## src/logic/scc_pkg.sv

```systemverilog
// shared constants and types for the synthesizer channel and calibration block
package scc_pkg;
	// core clock and the derived microsecond tick
	localparam int CLK_MHZ = 100;
	localparam int US_CYCLES = CLK_MHZ * 1;
	// register offsets
	localparam logic [7:0] ADDR_CHANNEL = 8'h08;
	localparam logic [7:0] ADDR_LOCK_STAT = 8'h11;
	localparam logic [7:0] ADDR_CNUM = 8'h13;
	localparam logic [7:0] ADDR_BAND = 8'h14;
	localparam logic [7:0] ADDR_CFCAL = 8'h1A;
	localparam logic [7:0] ADDR_DCUCAL = 8'h1B;
	// field positions
	localparam int CAL_START_POS = 7;
	localparam int LOCK_POS = 7;
	// values after reset
	localparam logic [2:0] CHAN_HI_RST = 3'h1;
	localparam logic [4:0] CHAN_RST = 5'h05;
	localparam logic [7:0] CNUM_RST = 8'h00;
	localparam logic [2:0] BAND_RST = 3'h0;
	localparam logic [1:0] CF_RSV_RST = 2'h2;
	localparam logic [4:0] TRIM_RST = 5'h00;
	localparam logic [6:0] DCU_RSV_RST = 7'h40;
	// times in microseconds, counted in microsecond ticks
	localparam int T_SETTLE_US = 200;
	localparam int T_CHAN_US = 11;
	localparam int T_TXTUNE_US = 16;
	localparam int T_RXTUNE_US = 32;
	localparam int T_CFSTEP_US = 8;
	localparam int T_DCU_US = 10;
	localparam int T_CFSTART_MAX_US = 25;
	// the same times as clock cycles
	localparam int DCU_CYC = T_DCU_US * US_CYCLES;
	localparam int CFSTART_MAX_CYC = T_CFSTART_MAX_US * US_CYCLES;
	// carrier frequencies in units of 100 kHz
	typedef logic [13:0] scc_freq_t;
	localparam scc_freq_t FREQ_CH0 = 14'h21EB;
	localparam scc_freq_t FREQ_CH1 = 14'h2364;
	localparam scc_freq_t FREQ_CH_STEP = 14'h0014;
	localparam scc_freq_t FREQ_BAND1 = 14'h1E0A;
	localparam scc_freq_t FREQ_BAND2 = 14'h217A;
	localparam scc_freq_t FREQ_BAND3 = 14'h2346;
	localparam scc_freq_t FREQ_BAND4 = 14'h1E0A;
	localparam scc_freq_t FREQ_BAND5 = 14'h208A;
	localparam scc_freq_t FREQ_COARSE_STEP = 14'h000A;
	localparam scc_freq_t FREQ_RX_OFFSET = 14'h000A;
	localparam logic [7:0] NUM4_MAX = 8'h5E;
	localparam logic [7:0] NUM5_MAX = 8'h66;
	localparam logic [4:0] CH_MAX = 5'h0A;
	// transceiver states seen by the synthesizer control
	typedef enum logic [2:0] {
		TRX_RADIO_OFF, TRX_SYNTH_IDLE, TRX_RX_LISTEN, TRX_AUTOACK_LISTEN,
		TRX_BUSY_RX, TRX_RECEIVING_AUTOACK, TRX_BUSY_TX, TRX_TRANSMITTING_RETRY
	} scc_trx_e;
endpackage : scc_pkg

```

## src/logic/scc_freq_if.sv

```systemverilog
// frequency selection fields and the resulting carrier word
`timescale 1ns/10ps
interface scc_freq_if;
	import scc_pkg::*;
	logic [2:0] band;
	logic [7:0] number;
	logic [4:0] channel;
	scc_freq_t freq;
	logic valid;
	modport calc (input band, input number, input channel, output freq, output valid);
	modport user (output band, output number, output channel, input freq, input valid);
endinterface : scc_freq_if

```

## src/logic/scc_freq_word.sv

```systemverilog
// carrier word from band, centre number and standard channel
`timescale 1ns/10ps
module scc_freq_word (
	// selection fields in, carrier out
	scc_freq_if.calc fp
);
	import scc_pkg::*;

	scc_freq_t fineNum;
	scc_freq_t coarseNum;
	scc_freq_t chanOff;
	assign fineNum = {6'h00, fp.number};
	assign coarseNum = 14'(fineNum * FREQ_COARSE_STEP);
	assign chanOff = 14'({9'h000, fp.channel - 5'h01} * FREQ_CH_STEP);

	// reserved settings drop valid so the last good carrier stays in use
	always_comb begin
		fp.freq = FREQ_CH0;
		fp.valid = 1'b0;
		case (fp.band)
			3'h0: begin
				if (fp.channel == 5'h00) begin
					fp.valid = 1'b1;
				end else if (fp.channel <= CH_MAX) begin
					fp.freq = FREQ_CH1 + chanOff;
					fp.valid = 1'b1;
				end
			end
			3'h1: begin
				fp.freq = FREQ_BAND1 + fineNum;
				fp.valid = 1'b1;
			end
			3'h2: begin
				fp.freq = FREQ_BAND2 + fineNum;
				fp.valid = 1'b1;
			end
			3'h3: begin
				fp.freq = FREQ_BAND3 + fineNum;
				fp.valid = 1'b1;
			end
			3'h4: begin
				fp.freq = FREQ_BAND4 + coarseNum;
				fp.valid = (fp.number <= NUM4_MAX);
			end
			3'h5: begin
				fp.freq = FREQ_BAND5 + coarseNum;
				fp.valid = (fp.number <= NUM5_MAX);
			end
			default: begin
				fp.valid = 1'b0;
			end
		endcase
	end
endmodule : scc_freq_word

```

## src/logic/scc_synth_ctrl.sv

```systemverilog
// synthesizer channel selection, calibration loops and lock tracking
`timescale 1ns/10ps
module scc_synth_ctrl (
	// clock and reset
	input wire logic core_clk,
	input wire logic rst_n,
	// register port
	input wire logic [7:0] regAddr,
	input wire logic regWrEn,
	input wire logic [7:0] regWrData,
	input wire logic regRdEn,
	output logic [7:0] regRdData,
	// transceiver state and analog status
	input wire scc_pkg::scc_trx_e trxState,
	input wire logic vcoLocked,
	input wire logic [4:0] cfTarget,
	// interrupt flags and their clears
	output logic lockIrq,
	output logic unlockIrq,
	input wire logic lockIrqClr,
	input wire logic unlockIrqClr,
	// synthesizer control
	output scc_pkg::scc_freq_t rfFreq,
	output logic [4:0] cfTrim,
	output logic calBusy,
	output logic txRetuned,
	// state change requests to the transceiver
	output logic stateReqValid,
	output scc_pkg::scc_trx_e stateReq
);
	import scc_pkg::*;

	// microsecond tick so every timer shares one slow rate
	logic [6:0] divReg;
	logic usTick;
	assign usTick = (divReg == 7'(US_CYCLES - 1));
	always_ff @(posedge core_clk) begin
		if (!rst_n) divReg <= 7'h00;
		else divReg <= usTick ? 7'h00 : divReg + 7'h01;
	end

	// register decode
	logic wrChan, wrCnum, wrBand, wrCf, wrDcu, cfManualWr, dcuManualWr;
	assign wrChan = regWrEn && (regAddr == ADDR_CHANNEL);
	assign wrCnum = regWrEn && (regAddr == ADDR_CNUM);
	assign wrBand = regWrEn && (regAddr == ADDR_BAND);
	assign wrCf = regWrEn && (regAddr == ADDR_CFCAL);
	assign wrDcu = regWrEn && (regAddr == ADDR_DCUCAL);
	assign cfManualWr = wrCf && regWrData[CAL_START_POS];
	assign dcuManualWr = wrDcu && regWrData[CAL_START_POS];

	// plain storage registers; request bit 7 of channel is write-only
	logic [1:0] chanHiReg;
	logic [4:0] chanReg;
	logic [7:0] cnumReg;
	logic [2:0] bandReg;
	logic [1:0] cfRsvReg;
	logic [6:0] dcuRsvReg;
	always_ff @(posedge core_clk) begin
		if (!rst_n) begin
			chanHiReg <= CHAN_HI_RST[1:0];
			chanReg <= CHAN_RST;
			cnumReg <= CNUM_RST;
			bandReg <= BAND_RST;
			cfRsvReg <= CF_RSV_RST;
			dcuRsvReg <= DCU_RSV_RST;
		end else begin
			if (wrChan) begin
				chanHiReg <= regWrData[6:5];
				chanReg <= regWrData[4:0];
			end
			if (wrCnum) cnumReg <= regWrData;
			if (wrBand) bandReg <= regWrData[2:0];
			if (wrCf) cfRsvReg <= regWrData[6:5];
			if (wrDcu) dcuRsvReg <= regWrData[6:0];
		end
	end

	// carrier word from the selection fields
	scc_freq_if fw ();
	assign fw.band = bandReg;
	assign fw.number = cnumReg;
	assign fw.channel = chanReg;
	scc_freq_word uFreqWord (
		.fp(fw)
	);

	// transceiver state classes
	logic quiet, synthOn, txMode, rxBusy, enableEvt, setChange, calKick, cfGo, dcuGo;
	scc_trx_e trxPrevReg;
	scc_freq_t curFreqReg;
	assign quiet = (trxState == TRX_SYNTH_IDLE) || (trxState == TRX_RX_LISTEN)
		|| (trxState == TRX_AUTOACK_LISTEN);
	assign synthOn = (trxState != TRX_RADIO_OFF);
	assign txMode = (trxState == TRX_BUSY_TX) || (trxState == TRX_TRANSMITTING_RETRY);
	assign rxBusy = (trxState == TRX_BUSY_RX) || (trxState == TRX_RECEIVING_AUTOACK);
	assign enableEvt = (trxPrevReg == TRX_RADIO_OFF) && quiet;
	assign setChange = fw.valid && (fw.freq != curFreqReg);
	assign calKick = enableEvt || (setChange && synthOn);
	// manual starts honoured in every state, including busy ones
	assign cfGo = calKick || cfManualWr;
	assign dcuGo = calKick || dcuManualWr;

	// current carrier; a reserved setting keeps the previous one
	always_ff @(posedge core_clk) begin
		if (!rst_n) begin
			trxPrevReg <= TRX_RADIO_OFF;
			curFreqReg <= FREQ_CH0;
		end else begin
			trxPrevReg <= trxState;
			if (fw.valid) curFreqReg <= fw.freq;
		end
	end

	// centre-frequency loop: one trim step toward the target per step time
	logic cfBusyReg, cfStartReg, cfStepEnd, cfDone;
	logic [2:0] cfStepReg;
	logic [4:0] cfAgeReg, trimReg, trimStep;
	assign cfStepEnd = cfBusyReg && usTick && (cfStepReg == 3'(T_CFSTEP_US - 1));
	assign trimStep = (trimReg < cfTarget) ? trimReg + 5'h01
		: (trimReg > cfTarget) ? trimReg - 5'h01 : trimReg;
	assign cfDone = cfStepEnd && (trimStep == cfTarget);
	always_ff @(posedge core_clk) begin
		if (!rst_n) begin
			cfBusyReg <= 1'b0;
			cfStepReg <= 3'h0;
			trimReg <= TRIM_RST;
		end else if (cfGo) begin
			cfBusyReg <= 1'b1;
			cfStepReg <= 3'h0;
			if (!cfBusyReg && wrCf) trimReg <= regWrData[4:0];
		end else begin
			if (cfBusyReg && usTick) cfStepReg <= cfStepEnd ? 3'h0 : cfStepReg + 3'h1;
			if (cfStepEnd) trimReg <= trimStep;
			else if (!cfBusyReg && wrCf) trimReg <= regWrData[4:0];
			if (cfDone) cfBusyReg <= 1'b0;
		end
	end

	// start bit drops at loop end or at the age limit, whichever first
	logic cfAgeEnd;
	assign cfAgeEnd = usTick && (cfAgeReg == 5'(T_CFSTART_MAX_US - 1));
	always_ff @(posedge core_clk) begin
		if (!rst_n) begin
			cfStartReg <= 1'b0;
			cfAgeReg <= 5'h00;
		end else if (cfManualWr) begin
			cfStartReg <= 1'b1;
			cfAgeReg <= 5'h00;
		end else if (cfStartReg) begin
			if (cfDone || cfAgeEnd) cfStartReg <= 1'b0;
			if (usTick) cfAgeReg <= cfAgeReg + 5'h01;
		end
	end

	// delay-cell loop: fixed length, start bit clears on the finishing edge
	logic dcuBusyReg, dcuStartReg, dcuDone;
	logic [3:0] dcuCntReg;
	assign dcuDone = dcuBusyReg && usTick && (dcuCntReg == 4'(T_DCU_US - 1));
	always_ff @(posedge core_clk) begin
		if (!rst_n) begin
			dcuBusyReg <= 1'b0;
			dcuCntReg <= 4'h0;
			dcuStartReg <= 1'b0;
		end else begin
			if (dcuGo) begin
				dcuBusyReg <= 1'b1;
				dcuCntReg <= 4'h0;
			end else if (dcuDone) begin
				dcuBusyReg <= 1'b0;
			end else if (dcuBusyReg && usTick) begin
				dcuCntReg <= dcuCntReg + 4'h1;
			end
			if (dcuManualWr) dcuStartReg <= 1'b1;
			else if (dcuDone) dcuStartReg <= 1'b0;
		end
	end

	// settle timer: long after power-up, short after an in-band change
	logic [7:0] settleReg;
	logic chgUnlock;
	assign chgUnlock = setChange && quiet && !enableEvt;
	always_ff @(posedge core_clk) begin
		if (!rst_n) settleReg <= 8'h00;
		else if (enableEvt) settleReg <= 8'(T_SETTLE_US);
		else if (chgUnlock) settleReg <= 8'(T_CHAN_US);
		else if (usTick && settleReg != 8'h00) settleReg <= settleReg - 8'h01;
	end

	// lock tracking; a lock wait only ends once both loops are idle
	logic lockReg, lockWaitReg, relockWaitReg, vcoPrevReg;
	logic unexpected, waitEvt, relockEvt, lockEvt, unlockEvt, manUnlock;
	assign manUnlock = cfManualWr && quiet;
	assign unexpected = vcoPrevReg && !vcoLocked && lockReg && !lockWaitReg;
	assign waitEvt = lockWaitReg && (settleReg == 8'h00) && !cfBusyReg && !dcuBusyReg
		&& !cfGo && !dcuGo;
	assign relockEvt = relockWaitReg && vcoLocked && !lockWaitReg;
	assign lockEvt = waitEvt || relockEvt;
	assign unlockEvt = chgUnlock || manUnlock || unexpected;
	always_ff @(posedge core_clk) begin
		if (!rst_n) begin
			lockReg <= 1'b0;
			lockWaitReg <= 1'b0;
			relockWaitReg <= 1'b0;
			vcoPrevReg <= 1'b0;
		end else begin
			vcoPrevReg <= vcoLocked;
			if (!synthOn) begin
				lockReg <= 1'b0;
				lockWaitReg <= 1'b0;
				relockWaitReg <= 1'b0;
			end else begin
				if (enableEvt || chgUnlock || cfManualWr) lockWaitReg <= 1'b1;
				else if (waitEvt) lockWaitReg <= 1'b0;
				if (unexpected) relockWaitReg <= 1'b1;
				else if (relockEvt || lockWaitReg) relockWaitReg <= 1'b0;
				if (unlockEvt) lockReg <= 1'b0;
				else if (lockEvt) lockReg <= 1'b1;
			end
		end
	end

	// pending flags; a raise beats a clear in the same cycle
	logic lockIrqReg, unlockIrqReg;
	always_ff @(posedge core_clk) begin
		if (!rst_n) begin
			lockIrqReg <= 1'b0;
			unlockIrqReg <= 1'b0;
		end else if (lockEvt) begin
			lockIrqReg <= 1'b1;
			unlockIrqReg <= 1'b0;
		end else if (unlockEvt) begin
			unlockIrqReg <= 1'b1;
			lockIrqReg <= 1'b0;
		end else begin
			if (lockIrqClr) lockIrqReg <= 1'b0;
			if (unlockIrqClr) unlockIrqReg <= 1'b0;
		end
	end

	// state requests on lock loss and on relock
	logic stateReqValidReg;
	scc_trx_e stateReqReg;
	always_ff @(posedge core_clk) begin
		if (!rst_n) begin
			stateReqValidReg <= 1'b0;
			stateReqReg <= TRX_SYNTH_IDLE;
		end else begin
			stateReqValidReg <= 1'b0;
			if (unexpected && txMode) begin
				stateReqValidReg <= 1'b1;
				stateReqReg <= TRX_SYNTH_IDLE;
			end else if (relockEvt && rxBusy) begin
				stateReqValidReg <= 1'b1;
				stateReqReg <= (trxState == TRX_BUSY_RX) ? TRX_RX_LISTEN : TRX_AUTOACK_LISTEN;
			end
		end
	end

	// transmit shift: no lock bookkeeping touched, so no interrupts follow
	logic txPrevReg, txRetunedReg;
	logic [5:0] shiftReg;
	scc_freq_t rfFreqReg;
	always_ff @(posedge core_clk) begin
		if (!rst_n) begin
			txPrevReg <= 1'b0;
			shiftReg <= 6'h00;
			txRetunedReg <= 1'b0;
			rfFreqReg <= FREQ_CH0 - FREQ_RX_OFFSET;
		end else begin
			txPrevReg <= txMode;
			if (txMode && !txPrevReg) shiftReg <= 6'(T_TXTUNE_US);
			else if (!txMode && txPrevReg) shiftReg <= 6'(T_RXTUNE_US);
			else if (usTick && shiftReg != 6'h00) shiftReg <= shiftReg - 6'h01;
			txRetunedReg <= txMode && txPrevReg && (shiftReg == 6'h00);
			rfFreqReg <= txMode ? curFreqReg : curFreqReg - FREQ_RX_OFFSET;
		end
	end

	// read mux; unmapped offsets read zero
	logic [7:0] rdMux;
	logic calBusyReg;
	logic [7:0] rdDataReg;
	assign rdMux = (regAddr == ADDR_CHANNEL) ? {1'b0, chanHiReg, chanReg}
		: (regAddr == ADDR_LOCK_STAT) ? {lockReg, 7'h00}
		: (regAddr == ADDR_CNUM) ? cnumReg
		: (regAddr == ADDR_BAND) ? {5'h00, bandReg}
		: (regAddr == ADDR_CFCAL) ? {cfStartReg, cfRsvReg, trimReg}
		: (regAddr == ADDR_DCUCAL) ? {dcuStartReg, dcuRsvReg} : 8'h00;
	always_ff @(posedge core_clk) begin
		if (!rst_n) begin
			rdDataReg <= 8'h00;
			calBusyReg <= 1'b0;
		end else begin
			if (regRdEn) rdDataReg <= rdMux;
			calBusyReg <= cfBusyReg || dcuBusyReg;
		end
	end

	assign regRdData = rdDataReg;
	assign lockIrq = lockIrqReg;
	assign unlockIrq = unlockIrqReg;
	assign rfFreq = rfFreqReg;
	assign cfTrim = trimReg;
	assign calBusy = calBusyReg;
	assign txRetuned = txRetunedReg;
	assign stateReqValid = stateReqValidReg;
	assign stateReq = stateReqReg;

	// cycle counters that only the checks read
	int dcuCycReg, cfStartCycReg;
	always_ff @(posedge core_clk) begin
		if (!rst_n) begin
			dcuCycReg <= 0;
			cfStartCycReg <= 0;
		end else begin
			// zero on the kick so the count equals the busy cycles exactly
			dcuCycReg <= dcuGo ? 0 : dcuBusyReg ? dcuCycReg + 1 : dcuCycReg;
			cfStartCycReg <= cfStartReg ? cfStartCycReg + 1 : 0;
		end
	end
endmodule : scc_synth_ctrl

```

## config.mk

```make
export PLATFORM = sky130hd
export DESIGN_NAME = scc_synth_ctrl
export DESIGN_NICKNAME = d
export VERILOG_FILES = /design/src/logic/scc_pkg.sv /design/src/logic/scc_freq_if.sv /design/src/logic/scc_freq_word.sv /design/src/logic/scc_synth_ctrl.sv
export SDC_FILE = /design/constraint.sdc
export NUM_CORES = 1
export LEC_CHECK = 0
export BUFFER_PORTS_ARGS = -buffer_cell sky130_fd_sc_hd__clkbuf_2
export CAP_MARGIN = 20
export CORE_ASPECT_RATIO = 0.5
export CORE_MARGIN = 2
export CORE_UTILIZATION = 61
export DETAILED_ROUTE_END_ITERATION = 16
export PLACE_DENSITY_LB_ADDON = 0.08
export SYNTH_ARGS = -nofsm -noshare
export SYNTH_HDL_FRONTEND = slang
export SYNTH_SLANG_ARGS = --single-unit
```

## constraint.sdc

```tcl
create_clock -name core_clk -period 6 [get_ports core_clk]
set_input_delay 0.9 -clock core_clk [delete_from_list [all_inputs] [get_ports core_clk]]
set_output_delay 0.9 -clock core_clk [all_outputs]
set_load 0.005 [all_outputs]
```

==> results of run 1 <==
-- worst reg2reg max path: cells and delay by family (launching register included) --
| family | cells | cell delay, ns |
|---|---|---|
| flops | 1 | 0.38 |
| compound gates | 4 | 1.26 |
| simple gates | 6 | 1.82 |
| buf+inv | 1 | 0.14 |
| fa+ha+maj | 3 | 1.19 |
| xor+xnor | 2 | 0.44 |
-- layer usage --
layer  global-route usage [%]  vias to the layer above  part of all wire [%]
met5                        0                        -                     0
met4                     8.45                        0                   1.7
met3                     4.67                       33                   5.5
met2                     51.9                      258                    48
met1                     40.0                     3545                    45
li1                         -                     3651                     -
-- layout make-up --
cell class / count / area share [%]
Multi-Input combinational cell: 779 / 57.3
Sequential cell: 120 / 27.2
Clock buffer: 20 / 5.28
Timing Repair Buffer: 75 / 4.56
Tap cell: 170 / 2.41
Inverter: 40 / 1.70
Clock inverter: 12 / 1.56
-- cell usage in the layout (no fill, tap or decap), types with 12 or more instances in the layout --
cell	netlist	layout
dfxtp_1	120	120
nor2_1	105	105
nand2_1	98	98
clkbuf_2	0	64
a21oi_1	54	54
xnor2_1	46	46
nand3_1	46	46
o21ai_0	44	44
ha_1	44	44
nor3_1	39	39
inv_1	38	37
xor2_1	25	25
nor4_1	20	19
a211oi_1	19	19
clkbuf_16	0	17
nand2b_1	16	16
mux2i_1	13	13
nor2b_1	12	12
or3_1	12	12
-- logic make-up after synthesis --
logic type               share of synthesized area, %
flip-flops                                       30.7
buffers and inverters                            4.53
other                                          0.0480
AO/OA/AOI/OAI                                    19.1
XOR/XNOR                                         8.66
multiplexers                                     2.67
AND/OR/NAND/NOR                                  26.7
adder cells (fa/ha/maj)                          7.56
-- cell usage after synthesis, drive strengths merged, types with 8 or more instances --
| library cell | count | share of area, % |
|---|---|---|
| and2 | 11 | 0.88 |
| a31oi | 8 | 0.64 |
| o21ai | 47 | 3.1 |
| or2 | 8 | 0.64 |
| a21oi | 54 | 3.5 |
| nand2b | 16 | 1.3 |
| nor2 | 105 | 5.0 |
| nor3b | 8 | 0.83 |
| nand4 | 11 | 0.88 |
| buf | 20 | 1.2 |
| nand3 | 46 | 2.9 |
| inv | 39 | 1.9 |
| nor2b | 12 | 0.96 |
| and3 | 9 | 0.72 |
| nand2 | 98 | 4.7 |
| dfxtp | 120 | 31 |
| xnor2 | 47 | 5.4 |
| clkbuf | 30 | 1.4 |
| xor2 | 26 | 3.0 |
| o21a | 9 | 0.86 |
| nor3 | 39 | 2.5 |
| or3 | 12 | 0.96 |
| ha | 44 | 7.0 |
| nor4 | 20 | 1.6 |
| a211oi | 19 | 1.8 |
| mux2i | 13 | 1.7 |
-- registers in the layout, summed over array words and instances, names as in the netlist, 2 cells and up --
signal,flops
bandReg,3
cfAgeReg,5
cfRsvReg,2
cfStepReg,3
cfTrim,5
chanHiReg,2
chanReg,5
cnumReg,8
curFreqReg,14
dcuCntReg,4
dcuRsvReg,7
divReg,7
regRdData,8
rfFreq,14
settleReg,8
shiftReg,6
stateReq,2
trxPrevReg,3
-- path summary, 6_finish.rpt --
kind	startpoint	end	slack, ns	depth (start not counted)
max	chanReg[0]	cfTrim[4]	0.74	16
min	divReg[0]	divReg[0]	0.45	1
max reg2reg	chanReg[0]	cfTrim[4]	0.74	16
min reg2reg	divReg[0]	divReg[0]	0.45	1
-- power by group through the flow --
stage,sequential [mW],clock (mW),combinational (mW)
2_1_floorplan,0.843,0,0.0759
3_3_place_gp,0.847,0,0.114
3_5_place_dp,0.847,0,0.116
4_1_cts,0.830,1.04,0.118
5_1_grt,0.833,1.09,0.131
6_report,0.831,1.04,0.118
==> metrics, run 1 <==
status finished clean; max incr delay on CP 0.56 ns; TritonCTS clock tree yes; Max clock buf depth 2; Fill cells 1053; CP arrival 5.60 ns; DIE AREA 0.0138 mm^2; Yosys reg bits 120; total number of vias 7487; Fmax 190 MHz; clock root buffer clkbuf_16; Post-CTS Resized 0; Clk Latency, worst-skew pair 0.41 ns; Final Power 1.99 mW; DP Area 0.00823 mm^2; worst path bufs/invs 1; Placeable Area 0.0126 mm^2; Reg area 0.00240 mm^2; Detailed Route Iter0 Violations 633; GRT Util Overall 30.4%; final hold viol count 0; syn_area_per_cell 7.90 um^2; post-DP HPWL 14600 um; Least-Margin Pin Slew 0.956 ns; Core Rows 29; TritonCTS Buffers 17; post-layout minimum cycle time 5.26 ns; CTS sink count 120; fin. max-slew vios 0; share of post-route cells with drive strength above 1 12.8%; worst IR drop on VDD 0.000172 V; period utilization 87.7%; multi-input combinational cell area 0.00507 mm^2; most frequent CP cell ha_1; Util after Layout 70.2%; top_reg_cell synth dfxtp_1; Layout area overhead 13.1%; combinational power share 5.9%; Internal 1.51 mW; I/O pin count 66; Non-Filler Instances 1216; Hold Path Class flop to flop; max cap viols 0; grt total ovfl 0; CP Launch Type flop; number of antenna diodes 0; Sequential Power Share 41.8%; pre-CTS WS 0.897 ns; clock power share 52.3%; max_slew headroom 35.9%; RSZ-0062 raised after global routing false; Nets 1110; Chip Height 84.0 um; CP delay by family, top simple AND/OR/NAND/NOR gates; Lkg Pwr 3.49 nW; number of distinct library cells after synthesis 81; CTS H-tree depth 4; first-pass GRT wire length 34100 um; cells along the critical path inv_1 -> ha_1 -> nor3b_1 -> xor2_1 -> ha_1 -> fa_1 -> nor3_1 -> xnor2_1 -> a2111o_1 -> and4_1 -> a211oi_1 -> nand4_1 -> o31ai_4 -> nor2_1 -> or4b_1 -> a31oi_1; Setup Skew 0.0116 ns; Design Area, Final 0.00884 mm^2; Vias/cell 6.16; vias in the first global route 7052; Mapped Area 0.00782 mm^2; Initial Utilization 62.1%; Die X 164 um; worst setup margin 0.739 ns; initial antenna violation count 0; Power Density 225 mW/mm^2; # port buffers 64; Placed Cells 1184; net switching power 476 uW; sequential cell area fraction in the yosys report 30.7%; final wirelength 20500 um; Setup TNS Final 0 ns; Syn Inst Count 989; # Post-CTS Setup Buffers 0; # DRC 0; EDFF count, synth 0; Worst Path Required 6.34 ns; antenna violation net count after detailed routing 0; critical-path cell with the highest stage delay fa_1; kind of critical path flop to flop; CP max FO 12; Final setup viols 0; clock slew at reported path FFs 0.06 ns; hold_ws 0.449 ns; Sw Ratio 23.9%; largest net degree at the start of global routing 40; DRT Pass-1 Iters 7; Yosys warning count 0; crit path capture type flop; post-synthesis net count 1066; Hold Buf Count CTS 0; DR WL/cell 16.9 um; asr flop ratio synth 0%; GPL Wtd Cong 0.939
(Power assumes the default switching activity.)
==> run 2: changes to the inputs <==
ABC_AREA = 1   (was unset)
==> run 2 against run 1 <==
Register-to-register slack better by 1.2 ns. Count of clock-buffer cells in the layout is 3 lower. Die area decreased by 0.80%. Critical path depth rose by 7. Final cell count rose by 19%. Sequential share of layout area barely moved. Synthesized area decreased by 0.83%. Combinational power increased by 13%. Via count up 7.5%. Total power is 2.0% higher. Critical path type unchanged. Largest cell class unchanged.
==> metrics, run 2 <==
Yosys reg bits 120 (unchanged); reg-to-reg critical path startpoint chanReg[0] (unchanged); final wirelength 20500 um (about the same); Die X 163 um (was 164 um); Least-Margin Pin Slew 0.749 ns (was 0.956 ns); Yosys warning count 0 (unchanged); Setup TNS Final 0 ns (unchanged); EDFF count, synth 0 (unchanged); Final Power 2.03 mW (was 1.99 mW); Final setup viols 0 (unchanged); Mapped Area 0.00775 mm^2 (was 0.00782 mm^2); share of post-route cells with drive strength above 1 10.3% (was 12.8%); DR WL/cell 14.1 um (was 16.9 um); number of antenna diodes 0 (unchanged); DP Area 0.00821 mm^2 (was 0.00823 mm^2); fin. max-slew vios 0 (unchanged); clock root buffer clkbuf_16 (unchanged); hold_sp dcuRsvReg[4] (was divReg[0]); commonest non-fill, non-tap cell in the layout nand2_1 (was dfxtp_1); final hold viol count 0 (unchanged); Max clock buf depth 2 (unchanged); Lkg Pwr 4.28 nW (was 3.49 nW); most frequent cells in the layout nand2_1 (290), inv_1 (164), dfxtp_1 (120), nor2_1 (117), nand3_1 (106) (was dfxtp_1 (120), nor2_1 (105), nand2_1 (98), clkbuf_2 (64), a21oi_1 (54)); worst path bufs/invs 2 (was 1); vias in the first global route 7463 (was 7052); period utilization 68.3% (was 87.7%); post-layout minimum cycle time 4.10 ns (was 5.26 ns); Initial Utilization 61.9% (was 62.1%); Fill cells 1085 (was 1053); syn_area_per_cell 6.43 um^2 (was 7.90 um^2); max_slew headroom 49.9% (was 35.9%); # DRC 0 (unchanged); clock slew at reported path FFs 0.06 ns (about the same); Hold Path Class flop to flop (unchanged); max incr delay on CP 0.60 ns (was 0.56 ns); Placeable Area 0.0125 mm^2 (was 0.0126 mm^2); I/O pin count 66 (unchanged); post-synthesis net count 1282 (was 1066); ranking of synthesized cells by area dfxtp_1 (31%), nand2_1 (14%), inv_1 (7.9%), ha_1 (7.1%), nand3_1 (6.8%) (was dfxtp_1 (31%), ha_1 (7.0%), xnor2_1 (5.2%), nor2_1 (5.0%), nand2_1 (4.7%)); CP arrival 4.45 ns (was 5.60 ns); crit path capture type flop (unchanged); DIE AREA 0.0137 mm^2 (was 0.0138 mm^2); cells along the critical path inv_1 -> ha_1 -> nand3_1 -> nand2_1 -> ha_1 -> fa_1 -> nand3b_1 -> nand2_1 -> nand2_1 -> nand3_1 -> nor2_1 -> a21oi_1 -> nor2_1 -> nand2_1 -> nor2_1 -> nand3_1 -> nor2_1 -> nand3_1 -> nand3_2 -> nand3_4 -> clkinv_2 -> nand2_2 -> a21oi_2 (was inv_1 -> ha_1 -> nor3b_1 -> xor2_1 -> ha_1 -> fa_1 -> nor3_1 -> xnor2_1 -> a2111o_1 -> and4_1 -> a211oi_1 -> nand4_1 -> o31ai_4 -> nor2_1 -> or4b_1 -> a31oi_1); Worst Path Required 6.35 ns (was 6.34 ns); CTS H-tree depth 4 (unchanged); Nets 1346 (was 1110); Post-CTS Resized 0 (unchanged); Vias/cell 5.54 (was 6.16); kind of critical path flop to flop (unchanged); CP max FO 7 (was 12); number of distinct library cells after synthesis 53 (was 81); CTS sink count 120 (unchanged); Detailed Route Iter0 Violations 711 (was 633); critical-path cell with the highest stage delay fa_1 (unchanged); sequential cell area fraction in the yosys report 31.0% (was 30.7%); Power Density 230 mW/mm^2 (was 225 mW/mm^2); TritonCTS Buffers 17 (unchanged); top_reg_cell synth dfxtp_1 (unchanged); asr flop ratio synth 0% (unchanged); Chip Height 83.7 um (was 84.0 um); CP delay by family, top simple AND/OR/NAND/NOR gates (unchanged); grt total ovfl 0 (unchanged); initial antenna violation count 0 (unchanged); Commonest cells post-synth nand2_1 (290), inv_1 (164), dfxtp_1 (120) (was dfxtp_1 (120), nor2_1 (105), nand2_1 (98)); top-area cell type share of the netlist area 31.0% (was 30.7%); post-DP HPWL 15200 um (was 14600 um); CP Launch Type flop (unchanged); max cap viols 0 (unchanged); DRT Pass-1 Iters 5 (was 7); post-synth top area cell dfxtp_1 (unchanged); Core Rows 29 (unchanged); status finished clean (unchanged); Fmax 244 MHz (was 190 MHz); Hold Buf Count CTS 0 (unchanged); # port buffers 64 (unchanged); Design Area, Final 0.00883 mm^2 (was 0.00884 mm^2); GRT Util Overall 30.8% (was 30.4%); antenna violation net count after detailed routing 0 (unchanged); Clk Latency, worst-skew pair 0.42 ns (was 0.41 ns); first-pass GRT wire length 34200 um (was 34100 um); top-count cell post-synth nand2_1 (was dfxtp_1); crit path from chanReg[0] (unchanged); GPL Wtd Cong 0.891 (was 0.939); Setup Skew 0.0160 ns (was 0.0116 ns); RSZ-0062 raised after global routing false (unchanged); largest net degree at the start of global routing 60 (was 40); # Post-CTS Setup Buffers 0 (unchanged); Layout area overhead 13.9% (was 13.1%); TritonCTS clock tree yes (unchanged); worst IR drop on VDD 0.000161 V (was 0.000172 V); total number of vias 8051 (was 7487); Syn Inst Count 1205 (was 989)
-- run 2: cell families (layout without fill, tap and decap cells) --
| group | Yosys count | count (layout) | synth area share (%) |
|---|---|---|---|
| AOI/OAI and AO/OA | 232 | 232 | 16.5 |
| xor gates and xnor gates | 22 | 22 | 2.49 |
| adders and majority gates | 46 | 46 | 7.62 |
| buffers and inverters | 198 | 275 | 9.77 |
| DFF | 120 | 120 | 31.0 |
| muxes | 1 | 1 | 0.145 |
| other | 1 | 1 | 0.0484 |
| and+or+nand+nor | 585 | 585 | 32.4 |
-- run 2: report_power, final --
group / internal, mW / leakage (nW) / switching (mW)
logic: 0.0474 / 3.00 / 0.0852
clock network: 0.663 / 0.306 / 0.403
registers: 0.817 / 0.978 / 0.0135
-- run 2: stage by stage --
stage               std cells  worst slack (ns)  hold WS [ns]  utilization (%)
floorplan                1205              2.65         0.418                -
global placement         1420              2.05         0.434             65.6
detailed placement       1420              1.98         0.444             65.6
CTS                      1452              1.93         0.452             70.5
global route             1452              1.52         0.489             70.5
finish                   1452              1.90         0.453             70.5
-- run 2: path summary, 6_finish.rpt --
path,slack (ns),cells after the start,endpoint
min reg2reg,0.45,2,dcuRsvReg[4]
min,0.45,2,dcuRsvReg[4]
max,1.90,23,cfStepReg[2]
max reg2reg,1.90,23,cfStepReg[2]
-- run 2: per-layer routing --
| metal | global-route usage [%] | part of all wire (%) | up-vias |
|---|---|---|---|
| li1 | - | - | 4084 |
| met1 | 41.2 | 46 | 3680 |
| met2 | 50.2 | 47 | 251 |
| met3 | 5.61 | 6.0 | 36 |
| met4 | 10.3 | 1.6 | 0 |
| met5 | 0 | 0 | - |
-- run 2: final cells by class --
type	count	area, um^2	area share (%)
multi-input cells	887	4590	52.0
clock buffers	17	425	4.82
inverters	176	662	7.50
repair buffers	67	343	3.88
flip-flops and latches	120	2400	27.2
clock inverters	15	193	2.18
well taps	170	213	2.41
-- run 2: tightest hold or removal path: stages (launching register included) --
cell	delay, ns
dfxtp_1	0.29
inv_1	0.06
a21oi_1	0.05
==> run 3: changes to the inputs <==
CORE_UTILIZATION = 55   (was 61)
clock period = 3.6 ns   (was 6 ns; I/O delays follow)
==> run 3 against run 2 <==
The run now ends with negative setup slack left. Critical path type unchanged. Die area grew 11%. Non-clock buffer count up 30. Global-route usage decreased by 2.4 points.
==> metrics, run 3 (same netlist as run 2, synthesis figures left out) <==
clock slew at reported path FFs 0.07 ns (was 0.06 ns); TritonCTS Buffers 17 (unchanged); kind of critical path flop to flop (unchanged); Worst Path Required 3.97 ns (was 6.35 ns); failing checks negative setup slack; Least-Margin Pin Slew 0.771 ns (was 0.749 ns); share of post-route cells with drive strength above 1 15.0% (was 10.3%); DRT Pass-1 Iters 6 (was 5); GPL Wtd Cong 0.918 (was 0.891); Max clock buf depth 2 (unchanged); worst IR drop on VDD 0.000273 V (was 0.000161 V); final wirelength 21000 um (was 20500 um); clock root buffer clkbuf_16 (unchanged); Core Rows 30 (was 29); Hold Path Depth 3 (was 2); DIE AREA 0.0151 mm^2 (was 0.0137 mm^2); post-DP HPWL 15500 um (was 15200 um); status finished with violations (was finished clean); Nets 1376 (was 1346); final hold viol count 0 (unchanged); number of antenna diodes 0 (unchanged); vias in the first global route 7218 (was 7463); CP max FO 5 (was 7); hold_ws 0.343 ns (was 0.453 ns); DP Area 0.00840 mm^2 (was 0.00821 mm^2); Chip Height 87.9 um (was 83.7 um); Power Density 361 mW/mm^2 (was 230 mW/mm^2); Hold Path Class input pin to flop (was flop to flop); Hold Path Sink trxPrevReg[0] (was dcuRsvReg[4]); Setup Skew 0.00924 ns (was 0.0160 ns); first-pass GRT wire length 33800 um (was 34200 um); critical-path cell with the highest stage delay fa_2 (was fa_1); grt total ovfl 0 (unchanged); largest net degree at the start of global routing 59 (was 60); GRT Util Overall 28.3% (was 30.8%); CTS sink count 120 (unchanged); Die X 172 um (was 163 um); TritonCTS clock tree yes (unchanged); Internal 2.43 mW (was 1.53 mW); I/O pin count 66 (unchanged); Initial Utilization 56.7% (was 61.9%); Sequential Power Share 41.7% (was 40.9%); crit path capture type flop (unchanged); Detailed Route Iter0 Violations 613 (was 711); clock power share 51.4% (was 52.5%); setup slack, reg-to-reg -0.03 ns (was 1.90 ns); Hold Buf Count CTS 0 (unchanged); total number of vias 8165 (was 8051); CP Launch Type flop (unchanged); Lkg Pwr 4.43 nW (was 4.28 nW); most frequent cells in the layout nand2_1 (284), inv_1 (161), dfxtp_1 (117), nor2_1 (111), nand3_1 (102) (was nand2_1 (290), inv_1 (164), dfxtp_1 (120), nor2_1 (117), nand3_1 (106)); max cap viols 0 (unchanged); r2r endpoint lockIrq (was cfStepReg[2]); Setup TNS Final -0.0582 ns (was 0 ns); max_slew headroom 48.3% (was 49.9%); combinational power share 6.9% (was 6.5%); max incr delay on CP 0.60 ns (about the same); Placeable Area 0.0137 mm^2 (was 0.0125 mm^2); CP arrival 4.00 ns (was 4.45 ns); # port buffers 64 (unchanged); Vias/cell 5.43 (was 5.54); period utilization 101% (was 68.3%); hold_sp trxState[0] (was dcuRsvReg[4]); Clk Latency, worst-skew pair 0.42 ns (about the same); RSZ-0062 raised after global routing true (was false); antenna violation net count after detailed routing 0 (unchanged); initial antenna violation count 0 (unchanged); Sw Ratio 27.0% (was 24.7%); DR WL/cell 14.0 um (was 14.1 um); Layout area overhead 18.9% (was 13.9%); # DRC 0 (unchanged); CTS H-tree depth 4 (unchanged); post-layout minimum cycle time 3.63 ns (was 4.10 ns); net switching power 896 uW (was 501 uW); commonest non-fill, non-tap cell in the layout nand2_1 (unchanged); Fmax 276 MHz (was 244 MHz); reg-to-reg critical path startpoint chanReg[0] (unchanged); fin. max-slew vios 0 (unchanged); Final setup viols 3 (was 0); FF-to-FF path depth 27 (was 23); worst setup margin -0.0272 ns (was 1.90 ns); Design Area, Final 0.00921 mm^2 (was 0.00883 mm^2)
==> run 3: cell types whose count changed in the layout (fill, tap and decap cells not counted), sizes merged <==
cell / delta
clkinv: -4
bufinv: -2
buf: +30
clkinvlp: +1
inv: +5
==> run 3: through the flow <==
step,setup WS [ns],cells,utilization [%],power [mW]
floorplan,0.252,1205,-,1.55
global placement,0.0747,1463,61.5,1.63
detailed placement,-0.0891,1463,61.5,1.63
CTS,0.00570,1496,66.0,3.32
global route,-0.292,1504,67.4,3.44
finish,-0.0272,1504,67.4,3.32
==> run 3: worst max-delay path by stage <==
stage / startpoint / end / cells past startpoint
5_1_grt: chanReg[0] / lockIrq / 27
4_1_cts: chanReg[0] / cfTrim[3] / 23
6_report: chanReg[0] / lockIrq / 27
2_1_floorplan: chanReg[0] / cfBusyReg / 22
3_3_place_gp: chanReg[0] / cfStepReg[1] / 23
3_5_place_dp: chanReg[0] / cfTrim[3] / 24
==> run 3: layer usage <==
metal  GRT usage (%)  wire length, um  vias up  share of wire, %
li1                -                -     4152                 -
met1            37.8             9840     3710                47
met2            46.4             9330      252                44
met3            5.96             1360       51               6.5
met4            9.17              516        0               2.5
met5               0                0        -                 0
==> run 3: area by class of cell <==
| class | count | area, um^2 |
|---|---|---|
| inverter | 176 | 666 |
| clock inverter | 15 | 158 |
| multi-input combinational | 887 | 4740 |
| sequential | 120 | 2410 |
| clock buffer | 17 | 425 |
| timing repair buffer | 97 | 576 |
| tap | 192 | 240 |
| fill | 1227 | 4450 |
==> run 3: repair_timing <==
item	CTS	global route
buffers inserted	1	8
pin swaps	5	22
setup endpoints to repair	18	26
gates resized for setup	6	42
==> run 3: worst max-delay path: cells and delay by family, from the launching register on <==
| kind | cells | cell delay, ns |
|---|---|---|
| adders and majority gates | 2 | 0.79 |
| AOI/OAI and AO/OA | 1 | 0.08 |
| buffers and inverters | 4 | 0.28 |
| DFF | 1 | 0.33 |
| and+or+nand+nor | 20 | 2.10 |
==> run 3: power groups by stage <==
| stage | combinational (mW) | clock, mW | sequential (mW) |
|---|---|---|---|
| floorplan | 0.139 | 0 | 1.41 |
| global placement | 0.214 | 0 | 1.41 |
| detailed placement | 0.218 | 0 | 1.41 |
| CTS | 0.222 | 1.72 | 1.38 |
| global route | 0.262 | 1.79 | 1.39 |
| finish | 0.230 | 1.71 | 1.38 |
